--- src/common/eei_regs.vh ---
// register map, field layout, reset values and timing counts of the edge unit
//
// Behaviour
// - nine inputs: eight maskable, one non-maskable
// - maskable 0-3 on port six, 4-7 port nine
// - low edge register: two-bit fields, inputs 0-3
// - high edge register: two-bit fields, inputs 4-7
// - edge registers read/write, zero on reset events
// - nm edge bits 4-5, priority bit 7, pin bit 6
// - bits 0-3,6 ignore writes; read 0,0,1,1
// - control resets to 0x0C or 0x4C by pin
// - nonexistent register bits read back as one
// - selected edge sets input request flag
// - per-input enable flag gates servicing
// - two priority flags give three levels
// - fixed vector address per maskable input
// - non-maskable blocked until first instruction done
// - nm accept clears flag, blocks maskables, 14 cycles
`ifndef EEI_REGS_VH
`define EEI_REGS_VH

// register indices; byte address is four times the index
`define EEI_IDX_EDGE_LO 8'h58
`define EEI_IDX_EDGE_HI 8'h59
`define EEI_IDX_NM_CTRL 8'h5A
`define EEI_IDX_REQUEST 8'h60
`define EEI_IDX_ENABLE 8'h61
`define EEI_IDX_PRIO_HI 8'h62
`define EEI_IDX_PRIO_LO 8'h63
`define EEI_IDX_STATUS 8'h64
`define EEI_IDX_MASK 8'h65
`define EEI_IDX_CORE 8'h66

// reset values
`define EEI_RST_EDGE 8'h00
`define EEI_RST_NM_CTRL 8'h0C
`define EEI_NM_CTRL_FIXED 8'h0C

// control register fields
`define EEI_NM_SEL_LO 4
`define EEI_NM_SEL_HI 5
`define EEI_NM_PIN_LVL 6
`define EEI_PRIO_EN 7

// edge field codes
`define EEI_EDGE_OFF 2'h0
`define EEI_EDGE_FALL 2'h1
`define EEI_EDGE_RISE 2'h2
`define EEI_EDGE_BOTH 2'h3

// non-maskable transfer time: 14 core cycles
`define EEI_NM_XFER_CYC 4'hE

`endif

--- src/rtl/eei_edge_unit.v ---
// external interrupt edge unit: pin edges, request flags, priority vectoring
`timescale 1ns/100ps
`default_nettype none
`include "eei_regs.vh"

module eei_edge_unit (
    // apb slave
    input wire pclk,
    input wire presetn,
    input wire psel,
    input wire penable,
    input wire pwrite,
    input wire [11:0] paddr,
    input wire [31:0] pwdata,
    output reg [31:0] prdata,
    output reg pready,
    output reg pslverr,
    // pins: port six bits 0-3, port nine bits 0-3, non-maskable pin
    input wire [3:0] port_six_pin,
    input wire [3:0] port_nine_pin,
    input wire nm_pin,
    // core side
    input wire reset_event,
    input wire first_instr_done,
    input wire maskable_ack,
    input wire nm_accept,
    // vector and request outputs
    output reg vec_valid,
    output reg [15:0] vec_addr,
    output reg [2:0] vec_index,
    output reg nm_request,
    output reg nm_xfer_busy,
    output reg irq
);

    // fixed vector table
    function [15:0] vec_of;
        input [2:0] idx;
        begin
            case (idx)
                3'h0: vec_of = 16'h000A;
                3'h1: vec_of = 16'h001C;
                3'h2: vec_of = 16'h001E;
                3'h3: vec_of = 16'h0020;
                3'h4: vec_of = 16'h002A;
                3'h5: vec_of = 16'h002C;
                3'h6: vec_of = 16'h002E;
                default: vec_of = 16'h0030;
            endcase
        end
    endfunction

    // edge match for one two-bit field
    function edge_hit;
        input [1:0] mode;
        input cur;
        input prev;
        begin
            case (mode)
                `EEI_EDGE_FALL: edge_hit = prev & ~cur;
                `EEI_EDGE_RISE: edge_hit = ~prev & cur;
                `EEI_EDGE_BOTH: edge_hit = prev ^ cur;
                default: edge_hit = 1'b0;
            endcase
        end
    endfunction

    // three priority levels from the flag pair
    function [1:0] level_of;
        input hi;
        input lo;
        begin
            level_of = hi ? 2'h2 : (lo ? 2'h1 : 2'h0);
        end
    endfunction

    // write-one-to-clear hit: a write to one index with a one in the bit
    function clr_hit;
        input en;
        input [7:0] cur;
        input [7:0] at;
        input one;
        begin
            clr_hit = en & (cur == at) & one;
        end
    endfunction

    // software-visible configuration
    reg [7:0] edge_lo_q;
    reg [7:0] edge_hi_q;
    reg [1:0] nm_sel_q;
    reg prio_en_q;
    // event flags and their masks
    reg [7:0] request_q;
    reg [7:0] enable_q;
    reg [7:0] prio_hi_q;
    reg [7:0] prio_lo_q;
    reg [8:0] status_q;
    reg [8:0] mask_q;
    // pin history and core-side state
    reg [8:0] sync1_q;
    reg [8:0] sync2_q;
    reg [8:0] prev_q;
    reg nm_flag_q;
    reg nm_armed_q;
    reg mask_block_q;
    reg [3:0] xfer_cnt_q;
    // combinational helpers, assigned in full by their processes
    reg [15:0] edge_all;
    reg [7:0] hit;
    reg nm_hit;
    reg [7:0] rd_byte;
    reg rd_ok;
    reg [7:0] pend;
    reg found;
    reg [2:0] best_idx;
    reg [1:0] best_lvl;
    reg [1:0] lvl;
    // one loop index per process, so no variable has two drivers
    integer i;
    integer j;
    integer k;

    wire [7:0] idx = paddr[9:2];
    wire wr_en = psel & penable & pready & pwrite;
    wire [7:0] wb = pwdata[7:0];

    // fields of both edge registers side by side, pin order 0..7
    always @* begin
        edge_all = {edge_hi_q, edge_lo_q};
    end

    // edge detection on the synchronised pins
    always @* begin
        for (i = 0; i < 8; i = i + 1) begin
            hit[i] = edge_hit(edge_all[2*i +: 2], sync2_q[i], prev_q[i]);
        end
        nm_hit = edge_hit(nm_sel_q, sync2_q[8], prev_q[8]);
    end

    // two-flop synchroniser, then one stage of history for edges
    // only the second stage feeds logic; the first may still be settling
    always @(posedge pclk or negedge presetn) begin
        if (!presetn) begin
            sync1_q <= 9'h000;
            sync2_q <= 9'h000;
            prev_q <= 9'h000;
        end else begin
            sync1_q <= {nm_pin, port_nine_pin, port_six_pin};
            sync2_q <= sync1_q;
            prev_q <= sync2_q;
        end
    end

    // read mux; absent bits read one, control low nibble fixed
    // bit 6 of the control register shows the pin two cycles late
    always @* begin
        rd_ok = 1'b1;
        case (idx)
            `EEI_IDX_EDGE_LO: rd_byte = edge_lo_q;
            `EEI_IDX_EDGE_HI: rd_byte = edge_hi_q;
            `EEI_IDX_NM_CTRL: rd_byte = {prio_en_q, sync2_q[8], nm_sel_q,
                                         4'hC};
            `EEI_IDX_REQUEST: rd_byte = request_q;
            `EEI_IDX_ENABLE: rd_byte = enable_q;
            `EEI_IDX_PRIO_HI: rd_byte = prio_hi_q;
            `EEI_IDX_PRIO_LO: rd_byte = prio_lo_q;
            `EEI_IDX_STATUS: rd_byte = status_q[7:0];
            `EEI_IDX_MASK: rd_byte = mask_q[7:0];
            `EEI_IDX_CORE: rd_byte = {3'h7, status_q[8], mask_q[8], nm_armed_q,
                                      mask_block_q, nm_flag_q};
            default: begin
                rd_byte = 8'h00;
                rd_ok = 1'b0;
            end
        endcase
    end

    // apb: ready rises in the access cycle, so every transfer has no wait
    // read data is caught in the setup cycle and stays put through the access
    always @(posedge pclk or negedge presetn) begin
        if (!presetn) begin
            pready <= 1'b0;
            pslverr <= 1'b0;
            prdata <= 32'h00000000;
        end else begin
            pready <= psel & ~penable;
            pslverr <= psel & ~penable & ~rd_ok;
            if (psel & ~penable & ~pwrite) begin
                prdata <= {24'h000000, rd_byte};
            end
        end
    end

    // configuration registers; reset event acts as reset here
    // the synchronisers are left alone, so a pin held high gives no false edge
    always @(posedge pclk or negedge presetn) begin
        if (!presetn) begin
            edge_lo_q <= `EEI_RST_EDGE;
            edge_hi_q <= `EEI_RST_EDGE;
            nm_sel_q <= 2'h0;
            prio_en_q <= 1'b0;
            enable_q <= 8'h00;
            prio_hi_q <= 8'h00;
            prio_lo_q <= 8'h00;
            mask_q <= 9'h000;
        end else if (reset_event) begin
            edge_lo_q <= `EEI_RST_EDGE;
            edge_hi_q <= `EEI_RST_EDGE;
            nm_sel_q <= 2'h0;
            prio_en_q <= 1'b0;
            enable_q <= 8'h00;
            prio_hi_q <= 8'h00;
            prio_lo_q <= 8'h00;
            mask_q <= 9'h000;
        end else if (wr_en) begin
            case (idx)
                `EEI_IDX_EDGE_LO: edge_lo_q <= wb;
                `EEI_IDX_EDGE_HI: edge_hi_q <= wb;
                `EEI_IDX_NM_CTRL: begin
                    // only bits 4, 5 and 7 hold state
                    nm_sel_q <= wb[`EEI_NM_SEL_HI:`EEI_NM_SEL_LO];
                    prio_en_q <= wb[`EEI_PRIO_EN];
                end
                `EEI_IDX_ENABLE: enable_q <= wb;
                `EEI_IDX_PRIO_HI: prio_hi_q <= wb;
                `EEI_IDX_PRIO_LO: prio_lo_q <= wb;
                `EEI_IDX_MASK: mask_q[7:0] <= wb;
                `EEI_IDX_CORE: mask_q[8] <= wb[3];
                default: ;
            endcase
        end
    end

    // request flags: an edge in the clearing cycle still sets the flag
    always @(posedge pclk or negedge presetn) begin
        if (!presetn) begin
            request_q <= 8'h00;
            status_q <= 9'h000;
        end else if (reset_event) begin
            request_q <= 8'h00;
            status_q <= 9'h000;
        end else begin
            // an acknowledge clears only the input whose vector is on show
            for (j = 0; j < 8; j = j + 1) begin
                if (hit[j]) begin
                    request_q[j] <= 1'b1;
                end else if (clr_hit(wr_en, idx, `EEI_IDX_REQUEST, wb[j])) begin
                    request_q[j] <= 1'b0;
                end else if (maskable_ack && vec_valid && vec_index == j[2:0]) begin
                    request_q[j] <= 1'b0;
                end
                if (hit[j]) begin
                    status_q[j] <= 1'b1;
                end else if (clr_hit(wr_en, idx, `EEI_IDX_STATUS, wb[j])) begin
                    status_q[j] <= 1'b0;
                end
            end
            if (nm_hit) begin
                status_q[8] <= 1'b1;
            end else if (clr_hit(wr_en, idx, `EEI_IDX_CORE, wb[4])) begin
                status_q[8] <= 1'b0;
            end
        end
    end

    // non-maskable flag, post-reset block and the transfer window
    always @(posedge pclk or negedge presetn) begin
        if (!presetn) begin
            nm_flag_q <= 1'b0;
            nm_armed_q <= 1'b0;
            mask_block_q <= 1'b0;
            xfer_cnt_q <= 4'h0;
        end else if (reset_event) begin
            nm_flag_q <= 1'b0;
            nm_armed_q <= 1'b0;
            mask_block_q <= 1'b0;
            xfer_cnt_q <= 4'h0;
        end else begin
            if (first_instr_done) begin
                nm_armed_q <= 1'b1;
            end
            if (nm_hit) begin
                nm_flag_q <= 1'b1;
            end else if (nm_accept && nm_request) begin
                nm_flag_q <= 1'b0;
            end
            // maskables stay blocked until software clears the bit or a reset event arrives
            if (nm_accept && nm_request) begin
                mask_block_q <= 1'b1;
            end else if (clr_hit(wr_en, idx, `EEI_IDX_CORE, wb[1])) begin
                mask_block_q <= 1'b0;
            end
            // a second accept reloads the count and so restarts the window
            if (nm_accept && nm_request) begin
                xfer_cnt_q <= `EEI_NM_XFER_CYC;
            end else if (xfer_cnt_q != 4'h0) begin
                xfer_cnt_q <= xfer_cnt_q - 4'h1;
            end
        end
    end

    // pick the pending, enabled input of highest level, lowest index on a tie
    always @* begin
        pend = request_q & enable_q;
        found = 1'b0;
        best_idx = 3'h0;
        best_lvl = 2'h0;
        lvl = 2'h0;
        for (k = 0; k < 8; k = k + 1) begin
            lvl = prio_en_q ? level_of(prio_hi_q[k], prio_lo_q[k]) : 2'h0;
            if (pend[k] && (!found || lvl > best_lvl)) begin
                found = 1'b1;
                best_idx = k[2:0];
                best_lvl = lvl;
            end
        end
    end

    // registered outputs toward the core
    always @(posedge pclk or negedge presetn) begin
        if (!presetn) begin
            vec_valid <= 1'b0;
            vec_addr <= 16'h0000;
            vec_index <= 3'h0;
            nm_request <= 1'b0;
            nm_xfer_busy <= 1'b0;
            irq <= 1'b0;
        end else begin
            // dropped for one cycle after an ack so an ack cannot hit a stale index
            vec_valid <= found & ~mask_block_q & ~(maskable_ack & vec_valid);
            vec_addr <= vec_of(best_idx);
            vec_index <= best_idx;
            nm_request <= nm_flag_q & nm_armed_q & ~(nm_accept & nm_request);
            nm_xfer_busy <= (nm_accept & nm_request) | (xfer_cnt_q > 4'h1);
            // irq follows status and mask only; the enable flags gate vectoring
            irq <= |(status_q & mask_q);
        end
    end

endmodule
`default_nettype wire

--- config.mk ---
export PLATFORM = sky130hd
export DESIGN_NAME = eei_edge_unit
export DESIGN_NICKNAME = d
export VERILOG_FILES = /design/src/rtl/eei_edge_unit.v
export VERILOG_INCLUDE_DIRS = /design/src /design/src/common
export SDC_FILE = /design/constraint.sdc
export NUM_CORES = 1
export LEC_CHECK = 0
export ABC_AREA = 1
export BUFFER_PORTS_ARGS = -buffer_cell sky130_fd_sc_hd__buf_4
export CORE_MARGIN = 2
export CORE_UTILIZATION = 30
export CTS_CLUSTER_DIAMETER = 40
export DETAILED_ROUTE_END_ITERATION = 16
export GPL_ROUTABILITY_DRIVEN = 0
export PLACE_DENSITY_LB_ADDON = 0.1
export SYNTH_ARGS = -nofsm -noshare
export SYNTH_HDL_FRONTEND = slang
export SYNTH_SLANG_ARGS = --single-unit
export TNS_END_PERCENT = 20
--- constraint.sdc ---
create_clock -name pclk -period 12.5 [get_ports pclk]
set_input_delay 2.5 -clock pclk [delete_from_list [all_inputs] [get_ports pclk]]
set_output_delay 2.5 -clock pclk [all_outputs]
set_load 0.05 [all_outputs]
== After elaboration in Yosys (flattened, before gate mapping) ==
Cells that the tools add are included.

* Flip-flop bits (word level): 136
* Latch bits: 0
* RAM bits: 0
* Bits in read-only memories: 0
* Bits of input ports: 62
* Output and inout bits: 57
* Word-level logic and storage cells: 400
* Memories kept: 0

* $add $sub $neg: 1
* Multiply operators: 0
* Div/mod/pow operators: 0
* $lt $le $gt $ge: 8
* Equality and inequality tests: 50
* Shift operators: 0
* Mux-type cells: 138
* Bitwise logic cells: 87
* Reductions and logical operators: 74

{| class="wikitable"
|+ Operator list
! operator !! count
|-
| 2-to-1 mux 8 bit || 17
|-
| == test 8 x 7 -> 1 bit (second input constant) || 10
|-
| one-hot mux 8 bit (10 select lines) || 1
|-
| 2-to-1 mux 1 bit || 72
|-
| 2-to-1 mux 2 bit || 28
|-
| AND 1 bit || 51
|-
| one-hot mux 6 bit (7 select lines) || 1
|-
| == test 2 bit (second input constant) || 18
|-
| nonzero test 3 bit || 12
|-
| nonzero test 4 bit || 9
|-
| 2-to-1 mux 9 bit || 3
|-
| one-hot mux 1 bit (3 select lines) || 9
|-
| inverter 1 bit || 24
|-
| == test 3 bit (second input constant) || 7
|-
| nonzero test 2 bit || 10
|-
| == test 2 x 1 -> 1 bit (second input constant) || 9
|-
| logical AND 1 bit || 17
|-
| AND reduction 2 bit || 8
|-
| > comparator 2 bit || 7
|-
| == test 3 x 2 -> 1 bit (second input constant) || 4
|-
| 2-to-1 mux 3 bit || 4
|-
| 2-to-1 mux 4 bit || 3
|-
| OR reduction 10 bit || 1
|-
| AND 9 bit || 1
|-
| 10 further kinds || 32
|}

== Depth between registers and ports, before layout ==
Gate-level depths: netlist (run 1).

* Depth in word-level cells: 34
* Gate-level depth with buffers: 73
* Mapped depth without buffers: 73

== Worst setup path after synthesis (run 1) ==
No wires, ideal clock.

* Path type: reg-to-reg
* Start: register prio_en_q
* End: register vec_addr[4]
* Library setup time: 0.065 ns
* Arrival: 7.426 ns
* Data required time: 12.435 ns
* Path slack: 5.009 ns
* Stages on the path, launching flop included: 69
* Buffers on the path: 0
* Path through: dfrtp_1 inv_1 nor3_1 inv_1 ha_1 nand2_1 nand2_1 nand2_1 nand2_1 nand2_1 nand2_1 nand2_1 inv_1 ha_1 inv_1 o21bai_1 nand2_1 nand2_1 [33 not listed] nand2_1 nand3_1 or2_2 nand2_1 ha_1 nand2_1 o21ai_0 nand2_1 nand3_1 nand2_1 inv_1 nand2_1 inv_1 ha_1 or2_2 nor2_1 nand2_1 nand2_1

* Cells in the longest elaborated chain, start to end: 32

{| class="wikitable"
|+ RTL lines
! element !! RTL line !! RTL
|-
| start, declared || eei_edge_unit.v:92 || <nowiki>reg prio_en_q;</nowiki>
|-
| start signal, assigned || eei_edge_unit.v:223 || <nowiki>prio_en_q <= wb[`EEI_PRIO_EN];</nowiki>
|-
| 2-to-1 mux 2 bit || eei_edge_unit.v:311 || <nowiki>lvl = prio_en_q ? level_of(prio_hi_q[k], prio_lo_q[k]) : 2'h0;</nowiki>
|-
| 2-to-1 mux 2 bit || eei_edge_unit.v:312 || <nowiki>if (pend[k] && (!found || lvl > best_lvl)) begin</nowiki>
|-
| > comparator 2 bit || eei_edge_unit.v:312 ||
|-
| logical OR 1 bit || eei_edge_unit.v:312 ||
|-
| logical AND 1 bit || eei_edge_unit.v:312 ||
|-
| 2-to-1 mux 2 bit or 2-to-1 mux 1 bit (tied branches) || eei_edge_unit.v:312 ||
|-
| > comparator 2 bit or logical NOT 1 bit (tied branches) || eei_edge_unit.v:312 ||
|-
| logical OR 1 bit || eei_edge_unit.v:312 ||
|-
| [17 not listed] || - ||
|-
| 2-to-1 mux 2 bit or 2-to-1 mux 1 bit (tied branches) || eei_edge_unit.v:312 ||
|-
| > comparator 2 bit or logical NOT 1 bit (tied branches) || eei_edge_unit.v:312 ||
|-
| logical OR 1 bit || eei_edge_unit.v:312 ||
|-
| logical AND 1 bit || eei_edge_unit.v:312 ||
|-
| 2-to-1 mux 3 bit (*) || eei_edge_unit.v:312 ||
|-
| named net best_idx[1] || eei_edge_unit.v:116 || <nowiki>reg [2:0] best_idx;</nowiki>
|-
| == test 3 bit, or another cell as far along || eei_edge_unit.v:40 || <nowiki>case (idx)</nowiki>
|-
| one-hot mux 6 bit (7 select lines) (*) || eei_edge_unit.v:40 ||
|-
| end signal, assigned || eei_edge_unit.v:332 || <nowiki>vec_addr <= vec_of(best_idx);</nowiki>
|-
| end, declared || eei_edge_unit.v:29 || <nowiki>output reg [15:0] vec_addr,</nowiki>
|}

The timed path passes the listed nets; every way through them passes the cells marked *.
A chain may end at the register's enable or synchronous reset.

== Worst setup path after layout (run 1) ==
* Start: register request_q[0]
* End: register vec_addr[4]

* Cells in the longest elaborated chain, start to end: 32

{| class="wikitable"
|+ RTL lines
! element !! RTL line !! RTL
|-
| start, declared || eei_edge_unit.v:94 || <nowiki>reg [7:0] request_q;</nowiki>
|-
| start signal, assigned || eei_edge_unit.v:238 || <nowiki>request_q <= 8'h00;</nowiki>
|-
| start signal, assigned || eei_edge_unit.v:241 || <nowiki>request_q <= 8'h00;</nowiki>
|-
| start signal, assigned by index || eei_edge_unit.v:247 || <nowiki>request_q[j] <= 1'b1;</nowiki>
|-
| AND 8 bit (*) || eei_edge_unit.v:305 || <nowiki>pend = request_q & enable_q;</nowiki>
|-
| 2-to-1 mux 2 bit or 2-to-1 mux 1 bit (tied branches) || eei_edge_unit.v:312 ||
|-
| > comparator 2 bit or logical NOT 1 bit (tied branches) || eei_edge_unit.v:312 ||
|-
| logical OR 1 bit || eei_edge_unit.v:312 ||
|-
| logical AND 1 bit || eei_edge_unit.v:312 ||
|-
| 2-to-1 mux 2 bit or 2-to-1 mux 1 bit (tied branches) || eei_edge_unit.v:312 ||
|-
| > comparator 2 bit or logical NOT 1 bit (tied branches) || eei_edge_unit.v:312 ||
|-
| logical OR 1 bit || eei_edge_unit.v:312 ||
|-
| [17 not listed] || - ||
|-
| 2-to-1 mux 2 bit or 2-to-1 mux 1 bit (tied branches) || eei_edge_unit.v:312 ||
|-
| > comparator 2 bit or logical NOT 1 bit (tied branches) || eei_edge_unit.v:312 ||
|-
| logical OR 1 bit || eei_edge_unit.v:312 ||
|-
| logical AND 1 bit || eei_edge_unit.v:312 ||
|-
| 2-to-1 mux 3 bit (*) || eei_edge_unit.v:312 ||
|-
| named net best_idx[1] || eei_edge_unit.v:116 ||
|-
| == test 3 bit, or another cell as far along || eei_edge_unit.v:40 ||
|-
| one-hot mux 6 bit (7 select lines) (*) || eei_edge_unit.v:40 ||
|}

Marks and branches as above.

==> qor.txt, run 1 <==
status: finished clean
PortBufs: 55
TritonCTS Sinks: 125
combined buffer and inverter count along the critical path: 12
GRT Util Overall: 16.8%
hpwl dp: 14900 um
Worst Path Required: 12.87 ns
worst-path cell with the longest stage delay: dfrtp_1
# Max-Cap Violations: 0
Crit path largest cell delay: 0.41 ns
clock skew: 0.0106 ns
FF-to-FF setup slack: 3.88 ns
most used flip-flop cell after synthesis: dfrtp_1
pin count of the biggest net entering global routing: 69
Post-DRT Antenna Nets: 0
Post-synth EDFFs: 0
Slew headroom: 35.9%
drt first-iter violations: 334
Post-CTS Setup Inserts: 0
# rows: 55
Remaining Overflow, GRT: 0
leading area contributor after synthesis: dfrtp_1
Die Wd: 156 um
Final Hold Vio Count: 0
Clock Latency Late Sink: 0.42 ns
Seq/Total Area, Yosys: 45.0%
Static Leakage: 0.00418 uW
first-pass GRT wire length: 30800 um
busiest grt layer: met1
fill count: 2403
Setup CP Type: flip-flop to flip-flop
clock-pin slew on the worst setup and hold paths: 0.06 ns
Global Route met2 Usage: 24.6%
initial core utilization: 30.6%
Die Y: 156 um
combinational power share: 17.8%
Clock Power Share: 39.7%
worst min path class: flip-flop to flip-flop
Final #Nets: 1021
family with the most delay on the worst path: simple AND/OR/NAND/NOR gates
H-tree depth: 4
Seq pwr share: 42.5%
Switch Pwr: 347 uW
Pwr Density: 137 nW/um^2
Tightest Pin Transition: 0.961 ns
met3 Usage GRT: 2.55%
fmax: 116 MHz
synth unique cells: 41
clock buffer count from CTS: 17
top-count cell post-synth: nand2_1
RSZ-0062 raised after global routing: no
Ant. Diodes: 0
Final WS setup: 3.88 ns
drt wl/cell: 16.1 um
layout cells sized above 1: 12.3%
synthesized area: 6950 sq um
# DRC: 0
nature of the critical path endpoint: flip-flop
Core Region: 22700 sq um
multi-input combinational cell area: 3140 sq um
Via Count: 5708
Commonest cells post-synth: nand2_1, inv_1, dfrtp_1, o21ai_0, nand3_1
vias in the first global route: 5354
non-filler instance count after layout: 1215
antenna violations before repair: 0
fin. max-slew vios: 0
Yosys top cell area share: 45.0%
Switching Share: 31.4%
peak supply drop: 0.0948 mV
Placed Instances: 1185
Place WS: 3.80 ns
setup tns final: 0 ns
Fin Hold WS: 0.345 ns
min cycle time layout: 8.62 ns
CP Launch Type: flip-flop
vias per cell: 4.70
Avg Cell Area, Syn: 8.11 sq um
Worst Path Max Fanout: 6
M1 GR Usage: 25.1%
FF+latch area: 3130 sq um
Yosys warnings: 0
asr flop ratio synth: 100%
Routed WL: 19600 um
full die area: 24400 sq um
Cells after Synth: 857
main area contributors after synthesis: dfrtp_1, nand2_1, ha_1
CTS tree: yes
most frequent CP cell: nand2_1
critical path arrival: 8.98 ns
CTS hold repair buffers: 0
Root Buffer: clkbuf_16
internal power: 757 uW
Area Overhead vs Synth: 15.8%
Max Root-Sink Buffers: 2
post-CTS sizing: 0
Seq cells post-synth: 125
I/O pin total: 119
Detailed Routing Iterations Pass 1: 6
Setup violations, final: 0
final period utilization: 68.9%
routing by layer:
| metal | vias to the layer above | part of all wire [%] |
|---|---|---|
| met4 | 0 | 1.8 |
| met3 | 25 | 3.8 |
| met1 | 2705 | 52 |
| met2 | 136 | 42 |
| li1 | 2842 | - |
| met5 | - | 0 |
area by class of cell:
class / count / share of cell area, %
clock buffers: 23 / 5.81
clock inverters: 7 / 0.529
well taps: 285 / 4.43
inverters: 128 / 5.97
repair buffers: 57 / 5.36
multi-input cells: 590 / 39.0
flip-flops and latches: 125 / 38.9
registers in the layout, summed over array words and instances, names as in the netlist, 2 cells and up:
register	cells
edge_hit.mode	2
xfer_cnt_q	4
prio_lo_q	8
vec_addr	5
status_q	9
prdata	8
vec_index	3
prev_q	9
edge_hi_q	8
enable_q	8
sync1_q	9
request_q	8
sync2_q	9
prio_hi_q	8
edge_lo_q	8
mask_q	9
final timing paths:
check | start | end | depth (start not counted)
worst max register to register | request_q[0]$_DFFE_PN0P_ | vec_addr[4]$_DFF_PN0_ | 68
worst min register to register | sync1_q[8]$_DFF_PN0_ | sync2_q[8]$_DFF_PN0_ | 0
worst min-delay path | sync1_q[8]$_DFF_PN0_ | sync2_q[8]$_DFF_PN0_ | 0
max in group asynchronous | presetn | enable_q[2]$_DFFE_PN0P_ | 2
min in group asynchronous | presetn | sync2_q[5]$_DFF_PN0_ | 1
worst max-delay path | request_q[0]$_DFFE_PN0P_ | vec_addr[4]$_DFF_PN0_ | 68
cells by family (layout without fill, tap and decap cells):
logic type | Yosys count | after routing | synth area share (%)
flops | 125 | 125 | 45.0
buf+inv | 176 | 215 | 11.7
simple gates | 355 | 355 | 22.0
compound gates | 159 | 159 | 13.9
other cells | 1 | 35 | 0.0539
fa+ha+maj | 40 | 40 | 7.20
xor+xnor | 1 | 1 | 0.126
power groups by stage:
stage	combinational (uW)	clock, uW	sequential (uW)
after floorplan	120	0	495
after global placement	198	0	476
after detailed placement	198	0	476
after CTS	199	449	469
after global routing	221	465	474
final	196	438	469
worst register-to-register path, delay by kind of cell (launching register included):
kind	cells	cell delay (ns)
buffers and inverters	12	0.81
and+or+nand+nor	40	4.27
DFF	1	0.41
adders and majority gates	8	1.98
AOI/OAI and AO/OA	8	1.09
cells in the final DEF, fill, tap and decap left out, types with 2 or more instances in the layout:
| cell type | instances |
|---|---|
| nand2_1 | 219 |
| inv_1 | 126 |
| dfrtp_1 | 125 |
| o21ai_0 | 84 |
| buf_4 | 56 |
| nand3_1 | 51 |
| nor2_1 | 47 |
| ha_1 | 40 |
| conb_1 | 35 |
| a21oi_1 | 18 |
| clkbuf_16 | 17 |
| o211ai_1 | 16 |
| nand4_1 | 9 |
| o22ai_1 | 9 |
| o21ai_2 | 8 |
| nor3_1 | 6 |
| and2_1 | 6 |
| a211oi_1 | 5 |
| or2_2 | 4 |
| nor3_4 | 4 |
| nor2_2 | 4 |
| clkbuf_1 | 4 |
| clkinv_2 | 4 |
| a31oi_2 | 3 |
| a21oi_2 | 3 |
| clkinvlp_4 | 3 |
| nand3b_1 | 2 |
| nand2_2 | 2 |
| inv_2 | 2 |
| o2111ai_1 | 2 |
| o31ai_1 | 2 |
| clkbuf_8 | 2 |
per-stage QoR:
stage	instance area, sq um	total power (uW)	util [%]
after CTS	8050	1120	35.4
after floorplan	7080	615	-
after detailed placement	7540	674	33.2
after global placement	7540	674	33.2
final	8050	1100	35.4
after global routing	8050	1160	35.4
No activity file was read; power rests on OpenSTA's default activity.
==> run 2, diff against run 1 <==
==> constraint.sdc (replaced) <==
create_clock -name pclk -period 7.05 [get_ports pclk]
set_input_delay 1.41 -clock pclk [delete_from_list [all_inputs] [get_ports pclk]]
set_output_delay 1.41 -clock pclk [all_outputs]
set_load 0.05 [all_outputs]
==> qor.txt, run 2 (synthesis results as in run 1) <==
status: finished with violations
violated checks: setup timing
Crit path largest cell delay: 0.39 ns
PortBufs: 55
initial core utilization: 30.6%
setup tns final: -1.61 ns
RSZ-0062 raised after global routing: yes
Setup violations, final: 6
layout cells sized above 1: 28.1%
family with the most delay on the worst path: simple AND/OR/NAND/NOR gates
drt first-iter violations: 337
antenna violations before repair: 0
FF+latch area: 3130 sq um
Slew headroom: 36.6%
Place WS: -0.886 ns
fin. max-slew vios: 0
clock skew: 0.00877 ns
I/O pin total: 119
Die Y: 156 um
multi-input combinational cell area: 3520 sq um
fmax: 132 MHz
Worst Path Max Fanout: 5
Pwr Density: 231 nW/um^2
peak supply drop: 0.157 mV
# rows: 55
Core Region: 22700 sq um
# Max-Cap Violations: 0
Final WS setup: -0.522 ns
critical path arrival: 7.94 ns
commonest non-fill, non-tap cell in the layout: nand2_1
worst-path cell with the longest stage delay: dfrtp_1
hpwl dp: 15200 um
Ant. Diodes: 0
total power: 2120 uW
H-tree depth: 4
full die area: 24400 sq um
pin count of the biggest net entering global routing: 68
Post-DRT Antenna Nets: 0
Setup CP Type: flip-flop to flip-flop
TritonCTS Sinks: 125
Clock Latency Late Sink: 0.42 ns
combined buffer and inverter count along the critical path: 20
Max Root-Sink Buffers: 2
Tightest Pin Transition: 0.950 ns
Final Hold Vio Count: 0
Final #Nets: 1107
Root Buffer: clkbuf_16
Worst Path Required: 7.41 ns
CTS hold repair buffers: 0
CP Launch Type: flip-flop
Die Wd: 156 um
drt wl/cell: 15.8 um
first-pass GRT wire length: 32500 um
Detailed Routing Iterations Pass 1: 4
min cycle time layout: 7.57 ns
clock buffer count from CTS: 17
# DRC: 0
Via Count: 6070
most frequent CP cell: nand2_2
vias in the first global route: 5878
worst min path class: flip-flop to flip-flop
nature of the critical path endpoint: flip-flop
fill count: 2328
Static Leakage: 0.00468 uW
Area Overhead vs Synth: 31.9%
Remaining Overflow, GRT: 0
clock-pin slew on the worst setup and hold paths: 0.06 ns
CTS tree: yes
GRT Util Overall: 17.5%
most frequent cells in the layout: nand2_1, buf_4, dfrtp_1
vias per cell: 4.66
Routed WL: 20600 um
final period utilization: 107%
-- run 2: cell count changes in the layout (fill, tap and decap cells not counted), sizes merged --
cell    previous run  this run
buf               57       143
inv              128       129
clkinv             4         3
bufinv             0         2
-- run 2: metal layers --
layer	routed length (um)	track usage, %	vias to the layer above
met1	10400	25.7	2881
met3	947	3.57	23
met5	0	0	-
met2	8990	26.4	150
met4	261	4.24	0
li1	-	-	3016
-- run 2: timing repair --
action                     in CTS  in global routing
resized for setup              40                 49
hold endpoints to repair        0                  0
pin swaps                      46                 58
setup endpoints to repair       8                  8
buffers inserted               31                  8
-- run 2: cell type report --
cell class	count	share of cell area [%]
clock buffers	23	5.21
clock inverters	9	1.20
inverters	128	5.32
multi-input cells	590	38.4
flip-flops and latches	125	34.1
well taps	285	3.89
repair buffers	143	11.8
-- run 2: final timing paths --
kind                                           from                       end  slack [ns]  cells past startpoint
max                        request_q[0]$_DFFE_PN0P_     vec_addr[4]$_DFF_PN0_       -0.52                     70
min                            sync1_q[5]$_DFF_PN0_      sync2_q[5]$_DFF_PN0_        0.35                      0
max reg2reg                request_q[0]$_DFFE_PN0P_     vec_addr[4]$_DFF_PN0_       -0.52                     70
min reg2reg                    sync1_q[5]$_DFF_PN0_      sync2_q[5]$_DFF_PN0_        0.35                      0
max in group asynchronous                   presetn  prio_lo_q[2]$_DFFE_PN0P_        4.78                      2
min in group asynchronous                   presetn      sync1_q[2]$_DFF_PN0_        0.97                      1
-- run 2: power by group --
| part | total, uW | leakage [uW] | internal [uW] | switching (uW) |
|---|---|---|---|---|
| registers | 830 | 0.00160 | 782 | 47.8 |
| logic | 406 | 0.00280 | 135 | 271 |
| clock network | 882 | 0.000280 | 549 | 334 |
| total | 2120 | 0.00468 | 1470 | 652 |
-- run 2: per-stage QoR --
stage	cell area [sq um]	cells	hold WS [ns]	util (%)
finish	9170	1303	0.345	40.4
detailed placement	7930	1232	0.335	34.9
global route	9170	1303	0.351	40.4
CTS	8930	1295	0.348	39.3
floorplan	7120	891	0.331	-
global placement	7930	1232	0.332	34.9
==> run 3, diff against run 2 <==
--- a/config.mk
+++ b/config.mk
@@ -6,7 +6,6 @@
 export SDC_FILE = /design/constraint.sdc
 export NUM_CORES = 1
 export LEC_CHECK = 0
-export ABC_AREA = 1
 export BUFFER_PORTS_ARGS = -buffer_cell sky130_fd_sc_hd__buf_4
 export CORE_MARGIN = 2
 export CORE_UTILIZATION = 30
==> qor.txt, run 3 <==
status: finished with violations
violated checks: setup timing
Post-DRT Antenna Nets: 0
Tightest Pin Transition: 0.900 ns
Yosys top cell area share: 43.7%
Via Count: 5930
RSZ-0062 raised after global routing: yes
busiest grt layer: met2
Routed WL: 21800 um
Die Wd: 158 um
CTS tree: yes
# DRC: 0
full die area: 25100 sq um
min cycle time layout: 8.36 ns
Avg Cell Area, Syn: 9.18 sq um
layout cells sized above 1: 28.2%
Fin Hold WS: 0.346 ns
Final #Nets: 999
Detailed Routing Iterations Pass 1: 5
design area: 9310 sq um
multi-input combinational cell area: 3920 sq um
# rows: 56
Seq cells post-synth: 125
synthesized area: 7160 sq um
Worst Path Required: 7.35 ns
Slew headroom: 40.0%
Ant. Diodes: 0
CP Launch Type: flip-flop
Commonest cells post-synth: dfrtp_1, nand2_1, nor2_1, a21oi_1, mux2i_1
Post-synth EDFFs: 0
Placed Instance Area: 8090 sq um
critical path arrival: 8.66 ns
Root Buffer: clkbuf_16
Core Region: 23500 sq um
antenna violations before repair: 0
met3 Usage GRT: 2.53%
Crit path largest cell delay: 0.42 ns
initial core utilization: 30.5%
most frequent cells in the layout: buf_4, dfrtp_1, nand2_1
Pwr Density: 207 nW/um^2
Clock Latency Late Sink: 0.43 ns
Global Route met2 Usage: 30.9%
PortBufs: 55
hpwl dp: 15300 um
commonest non-fill, non-tap cell in the layout: buf_4
drt first-iter violations: 328
main area contributors after synthesis: dfrtp_1, ha_1, mux2i_1
I/O pin total: 119
M1 GR Usage: 23.4%
most used flip-flop cell after synthesis: dfrtp_1
# Max-Cap Violations: 0
worst-path cell with the longest stage delay: dfrtp_1
Die Y: 158 um
Seq/Total Area, Yosys: 43.7%
final period utilization: 119%
setup tns final: -7.86 ns
Remaining Overflow, GRT: 0
pin count of the biggest net entering global routing: 71
most frequent CP cell: o21ai_2
Max Root-Sink Buffers: 2
leading area contributor after synthesis: dfrtp_1
FF+latch area: 3130 sq um
nature of the critical path endpoint: flip-flop
worst min path class: flip-flop to flip-flop
first-pass GRT wire length: 34600 um
synth unique cells: 66
clock-pin slew on the worst setup and hold paths: 0.06 ns
fmax: 120 MHz
vias in the first global route: 6125
Area Overhead vs Synth: 30.1%
fill count: 2352
TritonCTS Sinks: 125
fin. max-slew vios: 0
vias per cell: 4.83
asr flop ratio synth: 100%
Setup CP Type: flip-flop to flip-flop
Worst Path Max Fanout: 5
GRT Util Overall: 18.2%
Final Hold Vio Count: 0
Final WS setup: -1.31 ns
Static Leakage: 0.00433 uW
Yosys warnings: 0
drt wl/cell: 17.8 um
H-tree depth: 4
peak supply drop: 0.179 mV
Setup violations, final: 8
total power: 1920 uW
clock skew: 0.00719 ns
clock buffer count from CTS: 17
Cells after Synth: 780
top-count cell post-synth: dfrtp_1
## run 3: cell types whose count changed after synthesis, moves of 24 or more
cell and delta:
nand2_1 -112, clkbuf_1 +24, o21ai_0 -56, mux2i_1 +49, a21oi_1 +48, inv_1 -83, nor2_1 +25
## run 3: area by class of cell
| type | instances | share of cell area, % |
|---|---|---|
| Clock inverter | 7 | 1.72 |
| Multi-Input combinational cell | 571 | 42.1 |
| Tap cell | 319 | 4.29 |
| Inverter | 43 | 1.73 |
| Sequential cell | 125 | 33.6 |
| Timing Repair Buffer | 139 | 11.5 |
| Clock buffer | 23 | 5.13 |
## run 3: power breakdown
group          internal, uW  switching [uW]  total (uW)
combinational          58.1             148         206
clock                   650             315         965
sequential              739            13.3         753
total                  1450             476        1920
## run 3: what timing repair did
item	4_1_cts	5_1_grt
cloned	0	0
setup endpoints to repair	8	8
pin swaps	30	31
buffers inserted	25	9
hold endpoints to repair	0	0
hold buffers	0	0
resized for setup	41	35
## run 3: cells by family after synthesis
kind of cell	after synthesis	share of synthesized area, %
simple gates	280	18.7
compound gates	159	14.1
flops	125	43.7
buf+inv	118	8.25
mux	55	7.95
fa+ha+maj	40	6.99
xor+xnor	2	0.245
other cells	1	0.0524
## run 3: path summary, 6_finish.rpt
check,start,to,slack (ns),cells after the start
setup / recovery,enable_q[0]$_DFFE_PN0P_,vec_addr[5]$_DFF_PN0_,-1.31,49
hold / removal,sync1_q[2]$_DFF_PN0_,sync2_q[2]$_DFF_PN0_,0.35,0
setup reg to reg,enable_q[0]$_DFFE_PN0P_,vec_addr[5]$_DFF_PN0_,-1.31,49
hold reg to reg,sync1_q[2]$_DFF_PN0_,sync2_q[2]$_DFF_PN0_,0.35,0
max in group asynchronous,presetn,request_q[0]$_DFFE_PN0P_,4.73,2
min in group asynchronous,presetn,sync1_q[5]$_DFF_PN0_,0.94,1
## run 3: critical path: cells and delay by family (launching register included)
family / cells / cell delay, ns
buffers and inverters: 4 / 0.35
multiplexers: 2 / 0.61
AO/OA/AOI/OAI: 20 / 2.58
adder cells (fa/ha/maj): 8 / 2.11
AND/OR/NAND/NOR: 15 / 2.13
flip-flops: 1 / 0.42
## run 3: layer usage
metal  vias up  wire length, um
met5         -                0
met3        28              747
met2       127            10900
met4         0              461
met1      2920             9690
li1       2855                -
## run 3: per-stage QoR
step	instances	worst slack, ns	utilization, %
CTS	1219	-1.33	38.8
finish	1227	-1.31	39.7
global placement	1164	-1.28	34.5
global route	1227	-1.80	39.7
floorplan	814	-1.32	-
detailed placement	1164	-1.56	34.5
